File: src/logic/pemux_params.svh
`ifndef PEMUX_PARAMS_SVH
`define PEMUX_PARAMS_SVH

// ----------------------------------------------------------------
// register offsets
// ----------------------------------------------------------------
`define PEMUX_OFF_LEVEL     3'h0
`define PEMUX_OFF_LATCH     3'h1
`define PEMUX_OFF_DIR       3'h2
`define PEMUX_OFF_CTRL      3'h3
`define PEMUX_OFF_STATUS    3'h4

// ----------------------------------------------------------------
// reset values
// ----------------------------------------------------------------
`define PEMUX_RST_LATCH     6'h00
`define PEMUX_RST_DIR       6'h3f
`define PEMUX_RST_CTRL      7'h0e
`define PEMUX_RST_PINS      6'h00
`define PEMUX_RST_OEN       6'h3f
`define PEMUX_RST_STROBES   3'h7
`define PEMUX_RST_RDATA     8'h00

// ----------------------------------------------------------------
// control register fields
// ----------------------------------------------------------------
`define PEMUX_CTRL_SLAVE_MODE   0
`define PEMUX_CTRL_ROUTE_LSB    1
`define PEMUX_CTRL_TRI_LSB      4

// ----------------------------------------------------------------
// status register fields and pin counts
// ----------------------------------------------------------------
`define PEMUX_STAT_MEMBUS       0
`define PEMUX_STAT_DIR_FAULT    1
`define PEMUX_SLAVE_PINS        3

`endif

File: src/logic/pemux_pkg.sv
package pemux_pkg;

    // what currently owns a pin
    typedef enum logic [2:0] {
        OWN_PORT_IN,
        OWN_PORT_OUT,
        OWN_MEMBUS_OUT,
        OWN_MEMBUS_IN,
        OWN_SLAVE_IN,
        OWN_PWM_DRIVE,
        OWN_PWM_TRI
    } pemux_owner_e;

    // pwm unit index
    typedef logic [1:0] pemux_unit_t;

endpackage

File: src/logic/pemux_top.sv
`timescale 1ns/1ps
`include "pemux_params.svh"

// Function
// [RULE1] direction bit one: pin is input read back; zero: pin drives latch
// [RULE2] memory bus active: pins 0..5 drive address/data bits 8..13
// [RULE3] memory bus read: pins sample data bits 8..13, direction ignored
// [RULE4] slave port mode: pin 0 is host read strobe input
// [RULE5] slave port mode: pin 1 is host write strobe input
// [RULE6] slave port mode: pin 2 is host select input
// [RULE7] second pwm unit channels d, c, b routable to pins 0, 1, 2
// [RULE8] third pwm unit channel c on pin 3, channel b on pin 4
// [RULE9] first pwm unit channel c on pin 5 when pin is output
// [RULE10] enabled pwm channel beats latch and slave port data; the code beats the latch only, slave mode wins over pwm on pins 0..2
// [RULE11] pwm pin may float during its unit's shutdown event
// [RULE12] memory bus and slave port override the direction bits
// [RULE13] memory bus wins over every other pin function
// [RULE14] slave port mode bit alone turns pins 0..2 into control inputs
// [RULE15] after any reset every pin is a digital input
// [RULE16] port register reads pin levels; writes update the latch
module pemux_top #(
    parameter int PINS   = 6,
    parameter int AW     = 3,
    parameter int DW     = 8,
    parameter int UNITS  = 3
) (
    // clock and reset
    input  wire logic            mclk_i,
    input  wire logic            rstn_i,
    // register port
    input  wire logic [AW-1:0]   reg_addr_i,
    input  wire logic [DW-1:0]   reg_wdata_i,
    input  wire logic            reg_wr_i,
    input  wire logic            reg_rd_i,
    output logic      [DW-1:0]   reg_rdata_o,
    // pads
    input  wire logic [PINS-1:0] pin_in_i,
    output logic      [PINS-1:0] pin_out_o,
    output logic      [PINS-1:0] pin_oen_o,
    // external memory bus
    input  wire logic            membus_active_i,
    input  wire logic            membus_read_i,
    input  wire logic [PINS-1:0] membus_addr_data_i,
    output logic      [PINS-1:0] membus_data_o,
    // parallel slave port control, active low
    output logic                 slave_rd_n_o,
    output logic                 slave_wr_n_o,
    output logic                 slave_sel_n_o,
    // enhanced pwm channels
    input  wire logic            pwm2_channel_d_i,
    input  wire logic            pwm2_channel_c_i,
    input  wire logic            pwm2_channel_b_i,
    input  wire logic            pwm3_channel_c_i,
    input  wire logic            pwm3_channel_b_i,
    input  wire logic            pwm1_channel_c_i,
    input  wire logic [PINS-1:0] pwm_chan_en_i,
    input  wire logic [UNITS-1:0] pwm_shutdown_i
);

    // ------------------------------------------------------------
    // decoding helpers
    // ------------------------------------------------------------

    // pwm unit that serves a pin: 0 first, 1 second, 2 third
    function automatic pemux_pkg::pemux_unit_t unit_of_pin(input int idx);
        if (idx < 3) begin
            return 2'h1;
        end else if (idx < 5) begin
            return 2'h2;
        end else begin
            return 2'h0;
        end
    endfunction

    // register address match
    function automatic logic hit(input logic [AW-1:0] addr,
                                 input logic [AW-1:0] off);
        return addr == off;
    endfunction

    // ------------------------------------------------------------
    // software state
    // ------------------------------------------------------------
    logic [PINS-1:0]  out_latch;
    logic [PINS-1:0]  port_direction_bits;
    logic [6:0]       ctrl;
    logic [PINS-1:0]  pin_level;
    logic             slave_port_mode_bit;
    logic [UNITS-1:0] route_en;
    logic [UNITS-1:0] tri_on_shutdown;
    logic             dir_fault;

    // per-pin mux results
    pemux_pkg::pemux_owner_e owner [PINS];
    logic [PINS-1:0]  next_pin_out;
    logic [PINS-1:0]  next_pin_oen;
    logic [PINS-1:0]  pwm_level;

    assign slave_port_mode_bit = ctrl[`PEMUX_CTRL_SLAVE_MODE];
    assign route_en            = ctrl[`PEMUX_CTRL_ROUTE_LSB +: UNITS];
    assign tri_on_shutdown     = ctrl[`PEMUX_CTRL_TRI_LSB +: UNITS];

    // [RULE7] second unit routing
    // pins 0..2 take channels d, c, b of the second unit
    assign pwm_level[0] = pwm2_channel_d_i;
    assign pwm_level[1] = pwm2_channel_c_i;
    assign pwm_level[2] = pwm2_channel_b_i;
    // [RULE8] third unit routing
    // pins 3..4 take channels c, b of the third unit
    assign pwm_level[3] = pwm3_channel_c_i;
    assign pwm_level[4] = pwm3_channel_b_i;
    // [RULE9] first unit routing
    // pin 5 takes channel c of the first unit
    assign pwm_level[5] = pwm1_channel_c_i;

    // slave port mode with a control pin left as output
    assign dir_fault = slave_port_mode_bit
                     && (port_direction_bits[`PEMUX_SLAVE_PINS-1:0]
                         != {`PEMUX_SLAVE_PINS{1'b1}});

    // ------------------------------------------------------------
    // register writes
    // ------------------------------------------------------------

    // output latch, written through the level or latch register
    // [RULE16] write updates latch
    always_ff @(posedge mclk_i or negedge rstn_i) begin
        if (!rstn_i) begin
            out_latch <= `PEMUX_RST_LATCH;
        end else if (reg_wr_i && (hit(reg_addr_i, `PEMUX_OFF_LEVEL)
                               || hit(reg_addr_i, `PEMUX_OFF_LATCH))) begin
            out_latch <= reg_wdata_i[PINS-1:0];
        end
    end

    // direction bits, all inputs out of reset
    // [RULE15] reset to inputs
    always_ff @(posedge mclk_i or negedge rstn_i) begin
        if (!rstn_i) begin
            port_direction_bits <= `PEMUX_RST_DIR;
        end else if (reg_wr_i && hit(reg_addr_i, `PEMUX_OFF_DIR)) begin
            port_direction_bits <= reg_wdata_i[PINS-1:0];
        end
    end

    // mode, routing and shutdown behaviour
    always_ff @(posedge mclk_i or negedge rstn_i) begin
        if (!rstn_i) begin
            ctrl <= `PEMUX_RST_CTRL;
        end else if (reg_wr_i && hit(reg_addr_i, `PEMUX_OFF_CTRL)) begin
            ctrl <= reg_wdata_i[6:0];
        end
    end

    // ------------------------------------------------------------
    // pin sampling
    // ------------------------------------------------------------

    // pad levels as seen by software, whatever owns the pin
    // [RULE16] sampled pin levels
    always_ff @(posedge mclk_i or negedge rstn_i) begin
        if (!rstn_i) begin
            pin_level <= `PEMUX_RST_PINS;
        end else begin
            pin_level <= pin_in_i;
        end
    end

    // incoming data bits 8..13 for the memory bus
    // [RULE3] membus read sample
    always_ff @(posedge mclk_i or negedge rstn_i) begin
        if (!rstn_i) begin
            membus_data_o <= `PEMUX_RST_PINS;
        end else if (membus_active_i && membus_read_i) begin
            membus_data_o <= pin_in_i;
        end
    end

    // slave port strobes, held inactive outside slave mode
    // or while the memory bus owns the pins
    // [RULE4] read strobe input
    // [RULE5] write strobe input
    // [RULE6] select input
    always_ff @(posedge mclk_i or negedge rstn_i) begin
        if (!rstn_i) begin
            {slave_sel_n_o, slave_wr_n_o, slave_rd_n_o} <= `PEMUX_RST_STROBES;
        end else if (slave_port_mode_bit && !membus_active_i) begin
            slave_rd_n_o  <= pin_in_i[0];
            slave_wr_n_o  <= pin_in_i[1];
            slave_sel_n_o <= pin_in_i[2];
        end else begin
            {slave_sel_n_o, slave_wr_n_o, slave_rd_n_o} <= `PEMUX_RST_STROBES;
        end
    end

    // ------------------------------------------------------------
    // per-pin ownership
    // ------------------------------------------------------------
    genvar g;
    generate
        for (g = 0; g < PINS; g++) begin : g_pin
            localparam pemux_pkg::pemux_unit_t UNIT = unit_of_pin(g);

            // pick the owner of pin g in priority order
            always_comb begin
                // [RULE13] membus first
                if (membus_active_i) begin
                    // [RULE2] drive address/data
                    // [RULE3] read cycle floats
                    // [RULE12] direction ignored
                    if (membus_read_i) begin
                        owner[g] = pemux_pkg::OWN_MEMBUS_IN;
                    end else begin
                        owner[g] = pemux_pkg::OWN_MEMBUS_OUT;
                    end
                // [RULE14] slave mode takes pins
                // [RULE12] slave overrides direction
                end else if (slave_port_mode_bit && (g < `PEMUX_SLAVE_PINS)) begin
                    owner[g] = pemux_pkg::OWN_SLAVE_IN;
                // [RULE10] pwm beats latch
                end else if (route_en[UNIT] && pwm_chan_en_i[g]
                             && !port_direction_bits[g]) begin
                    // [RULE11] float on shutdown
                    if (pwm_shutdown_i[UNIT] && tri_on_shutdown[UNIT]) begin
                        owner[g] = pemux_pkg::OWN_PWM_TRI;
                    end else begin
                        owner[g] = pemux_pkg::OWN_PWM_DRIVE;
                    end
                // [RULE1] direction bit
                end else if (!port_direction_bits[g]) begin
                    owner[g] = pemux_pkg::OWN_PORT_OUT;
                end else begin
                    owner[g] = pemux_pkg::OWN_PORT_IN;
                end
            end

            // level and enable for the chosen owner
            always_comb begin
                next_pin_out[g] = 1'b0;
                next_pin_oen[g] = 1'b1;
                case (owner[g])
                    pemux_pkg::OWN_MEMBUS_OUT: begin
                        next_pin_out[g] = membus_addr_data_i[g];
                        next_pin_oen[g] = 1'b0;
                    end
                    pemux_pkg::OWN_PWM_DRIVE: begin
                        next_pin_out[g] = pwm_level[g];
                        next_pin_oen[g] = 1'b0;
                    end
                    pemux_pkg::OWN_PORT_OUT: begin
                        next_pin_out[g] = out_latch[g];
                        next_pin_oen[g] = 1'b0;
                    end
                    default: begin
                        next_pin_out[g] = 1'b0;
                        next_pin_oen[g] = 1'b1;
                    end
                endcase
            end
        end
    endgenerate

    // ------------------------------------------------------------
    // pad drivers
    // ------------------------------------------------------------

    // registered pad level and enable; low enable drives the pad
    // [RULE15] pads float in reset
    always_ff @(posedge mclk_i or negedge rstn_i) begin
        if (!rstn_i) begin
            pin_out_o <= `PEMUX_RST_PINS;
            pin_oen_o <= `PEMUX_RST_OEN;
        end else begin
            pin_out_o <= next_pin_out;
            pin_oen_o <= next_pin_oen;
        end
    end

    // ------------------------------------------------------------
    // register reads
    // ------------------------------------------------------------

    // read data stands one cycle after the read strobe, zero otherwise
    // [RULE16] read pin levels
    always_ff @(posedge mclk_i or negedge rstn_i) begin
        if (!rstn_i) begin
            reg_rdata_o <= `PEMUX_RST_RDATA;
        end else if (!reg_rd_i) begin
            reg_rdata_o <= `PEMUX_RST_RDATA;
        end else if (hit(reg_addr_i, `PEMUX_OFF_LEVEL)) begin
            reg_rdata_o <= DW'(pin_level);
        end else if (hit(reg_addr_i, `PEMUX_OFF_LATCH)) begin
            reg_rdata_o <= DW'(out_latch);
        end else if (hit(reg_addr_i, `PEMUX_OFF_DIR)) begin
            reg_rdata_o <= DW'(port_direction_bits);
        end else if (hit(reg_addr_i, `PEMUX_OFF_CTRL)) begin
            reg_rdata_o <= DW'(ctrl);
        end else if (hit(reg_addr_i, `PEMUX_OFF_STATUS)) begin
            reg_rdata_o <= DW'({dir_fault, membus_active_i});
        end else begin
            reg_rdata_o <= `PEMUX_RST_RDATA; // unmapped reads zero
        end
    end

endmodule
File: config.mk
export PLATFORM = sky130hd
export DESIGN_NAME = pemux_top
export DESIGN_NICKNAME = d
export VERILOG_FILES = /design/src/logic/pemux_pkg.sv /design/src/logic/pemux_top.sv
export VERILOG_INCLUDE_DIRS = /design/src /design/src/logic
export SDC_FILE = /design/constraint.sdc
export NUM_CORES = 1
export LEC_CHECK = 0
export BUFFER_PORTS_ARGS = -buffer_cell sky130_fd_sc_hd__buf_2
export CAP_MARGIN = 20
export CORE_ASPECT_RATIO = 0.9
export CORE_MARGIN = 8
export CORE_UTILIZATION = 30
export CTS_CLUSTER_DIAMETER = 100
export DETAILED_ROUTE_END_ITERATION = 8
export SYNTH_ARGS = -nofsm -noshare
export SYNTH_HDL_FRONTEND = slang
export SYNTH_SLANG_ARGS = --single-unit
File: constraint.sdc
create_clock -name mclk_i -period 1.58 [get_ports mclk_i]
set_input_delay 0.395 -clock mclk_i [delete_from_list [all_inputs] [get_ports mclk_i]]
set_output_delay 0.395 -clock mclk_i [all_outputs]
set_load 0.1 [all_outputs]
==> impl_metrics.csv <==
group,metric,value,unit
outcome,status,"finished clean",
critical_path,path_class,"flip-flop to primary output",
drt,num_vias,1790,
power,p_leak,1.41,nW
timing,fin_crit_sh,0.943,
power,ir_worst_vdd,598,uV
timing,hold_viol_final,0,
cts,clkTransAtPathRegs,0.11,ns
drt,drtIter0Drc,70,
cts,cts_sinks,53,
logic_synthesis,synthTopCellsByArea,"dfrtp_1 (36%), dfstp_2 (20%), mux2_2 (8.9%)",
global_routing,overflow,0,
critical_path,r2r_slack,0.22,ns
global_routing,first_global_vias,1911,
logic_synthesis,synth_top_cell_by_area,"dfrtp_1",
drt,detail-route-antenna-nets,0,
global_routing,antenna_found_initial,1,
floorplanning,chipWidth,110,um
critical_path,cp-start-kind,"flip-flop",
logic_synthesis,synth_commonest_cells,"dfrtp_1 (35), mux2_2 (19), dfstp_2 (18)",
global_routing,grt_max_degree,54,
logic_synthesis,synthCells,185,
power,powerDensity,1260,mW/mm2
critical_path,arrival,1.10,ns
cts,cts_buffers,5,
worst_hold_path,min_path_type,"input port to async pin",
timing,slew_viol_final,0,
cts,postCtsSetupBuffers,0,
timing,max_freq,671,MHz
critical_path,cp_max_fo,2,
floorplanning,dieHeight,101,um
logic_synthesis,synth_top_area_frac,0.365,
timing,fin_setup_tns,0,ns
global_routing,grt_pass1_wl,9.78,mm
cts,clkLatencyLatePin,0.32,ns
drt,first_pass_iters,4,
final_layout,area_growth,31.6,%
timing,rsz0062_at_grt,"false",
final_layout,layout-drive-gt1-share,0.528,
critical_path,cp-end-kind,"primary output",
final_layout,layout.nets,310,
critical_path,cpPeakStageDelay,0.43,ns
placed_design,dp_hpwl,4.80,mm
drt,via_per_inst,4.89,
critical_path,crit_chain,"buf_2",
floorplanning,coreArea,0.00791,mm2
power,p_total,3.98,mW
logic_synthesis,yosysWarningCount,0,
critical_path,crit_required,1.18,ns
flow_run,max-cap-violations,0,
critical_path,crit_buf_inv,1,
cts,root_buffer,"clkbuf_8",
drt,wl,6.29,mm
logic_synthesis,synth_edf_count,0,
placed_design,io_buffers,70,
critical_path,crit_slowest_cell,"buf_2",
final_layout,n_antenna_cell,0,
timing,setup_violations,0,
drt,avgRoutedWirePerCell,17.2,um
timing,period_needed,1.49,ns
floorplanning,die_area,0.0111,mm2
timing,fin_worst_skew,0.0131,ns
logic_synthesis,synth-seq-area-share,0.561,
logic_synthesis,async_reset_ff_frac,1.00,
logic_synthesis,synth_nets,229,
critical_path,worst_path_dominant_cell_family,"buffers and inverters",
placed_design,gp_congestion,0.807,
logic_synthesis,synthDistinctLibCells,39,
global_routing,gr-usage-all-layers,0.115,
floorplanning,start_util,0.304,
floorplanning,io_pins,73,
cts,cts_hold_buffers,0,
logic_synthesis,synth.most_common_cell,"dfrtp_1",
cts,tritoncts,"built",
logic_synthesis,synth_flop_cell,"dfrtp_1",
drt,drc,0,
cts,htree_levels,2,
logic_synthesis,postSynthAreaPerCell,13.0,um2
logic_synthesis,synth.cell_area,0.00240,mm2
floorplanning,core.rowCount,31,
cts,cts_resized,0,
logic_synthesis,ys_ff_latch,53,
cts,cts_buffer_depth,2,
## routing by layer
metal  part of all wire  vias up  wire length (um)  global-route usage
li1                   -      851                 -                   -
met1               0.46      883              2890               0.145
met2               0.47       44              2940               0.186
met3              0.062       10               388              0.0332
met4              0.011        2                71              0.0338
met5             0.0013        -                 8                   0
## through the flow
step | area [um2] | instances | utilization | setup WS [ns] | hold WS, ns
2_1_floorplan | 2400 | 185 | - | 0.239 | 0.0994
3_3_place_gp | 3070 | 358 | 0.388 | 0.109 | 0.411
3_5_place_dp | 3070 | 358 | 0.388 | 0.106 | 0.412
4_1_cts | 3160 | 366 | 0.400 | 0.0713 | 0.0551
5_1_grt | 3160 | 366 | 0.400 | 0.0385 | 0.0571
6_report | 3160 | 366 | 0.400 | 0.0894 | 0.0391
## cell type report
type | count | area [um2]
Clock inverter | 3 | 26.3
Multi-Input combinational cell | 121 | 987
Inverter | 1 | 3.75
Tap cell | 99 | 124
Timing Repair Buffer | 84 | 603
Sequential cell | 53 | 1350
Fill cell | 795 | 4750
Clock buffer | 5 | 68.8
## worst paths after layout
| kind | to | cells past startpoint | start |
|---|---|---|---|
| setup / recovery | membus_data_o[0] | 1 | membus_data_o[0] |
| hold / removal | pin_out_o[4] | 2 | rstn_i |
| max in group asynchronous | slave_rd_n_o | 2 | rstn_i |
| min in group mclk_i | pin_level[5] | 1 | pin_in_i[5] |
| hold reg to reg | membus_data_o[4] | 1 | membus_data_o[4] |
| setup reg to reg | pin_out_o[1] | 3 | ctrl[0] |
## report_power, final
| group | internal, mW | switching (mW) | total (mW) |
|---|---|---|---|
| clock | 0.325 | 0.505 | 0.829 |
| sequential | 1.61 | 0.189 | 1.80 |
| combinational | 0.447 | 0.899 | 1.35 |
| total | 2.38 | 1.59 | 3.98 |
## layout by cell type, fill, tap and decap left out, types with 4 or more instances in the layout
| cell type | netlist | layout |
|---|---|---|
| a21oi_1 | 7 | 7 |
| buf_12 | 0 | 10 |
| buf_2 | 4 | 61 |
| buf_4 | 5 | 13 |
| clkbuf_8 | 0 | 5 |
| dfrtp_1 | 35 | 35 |
| dfstp_2 | 18 | 18 |
| mux2_2 | 19 | 19 |
| mux2_4 | 6 | 6 |
| nand2_1 | 14 | 14 |
| nand2b_1 | 5 | 5 |
| nand3_1 | 5 | 5 |
| nand4_1 | 6 | 6 |
| nor2_1 | 4 | 4 |
| nor2b_1 | 6 | 6 |
| nor4b_1 | 4 | 4 |
## registers in the layout, summed over array words and instances (netlist names)
signal / count
pin_oen_o: 6
ctrl: 7
reg_rdata_o: 7
slave_rd_n_o: 1
slave_sel_n_o: 1
pin_level: 6
out_latch: 6
pin_out_o: 6
slave_wr_n_o: 1
port_direction_bits: 6
membus_data_o: 6
## cells by family (layout without fill, tap and decap cells)
kind of cell           after synthesis  in the layout  share of synthesized area
other                                1              1                    0.00156
DFF                                 53             53                      0.561
AOI/OAI and AO/OA                   31             31                     0.0932
and+or+nand+nor                     61             61                      0.164
muxes                               28             28                      0.149
buffers and inverters               11             93                     0.0302
Power figures use the tool's default switching activity.
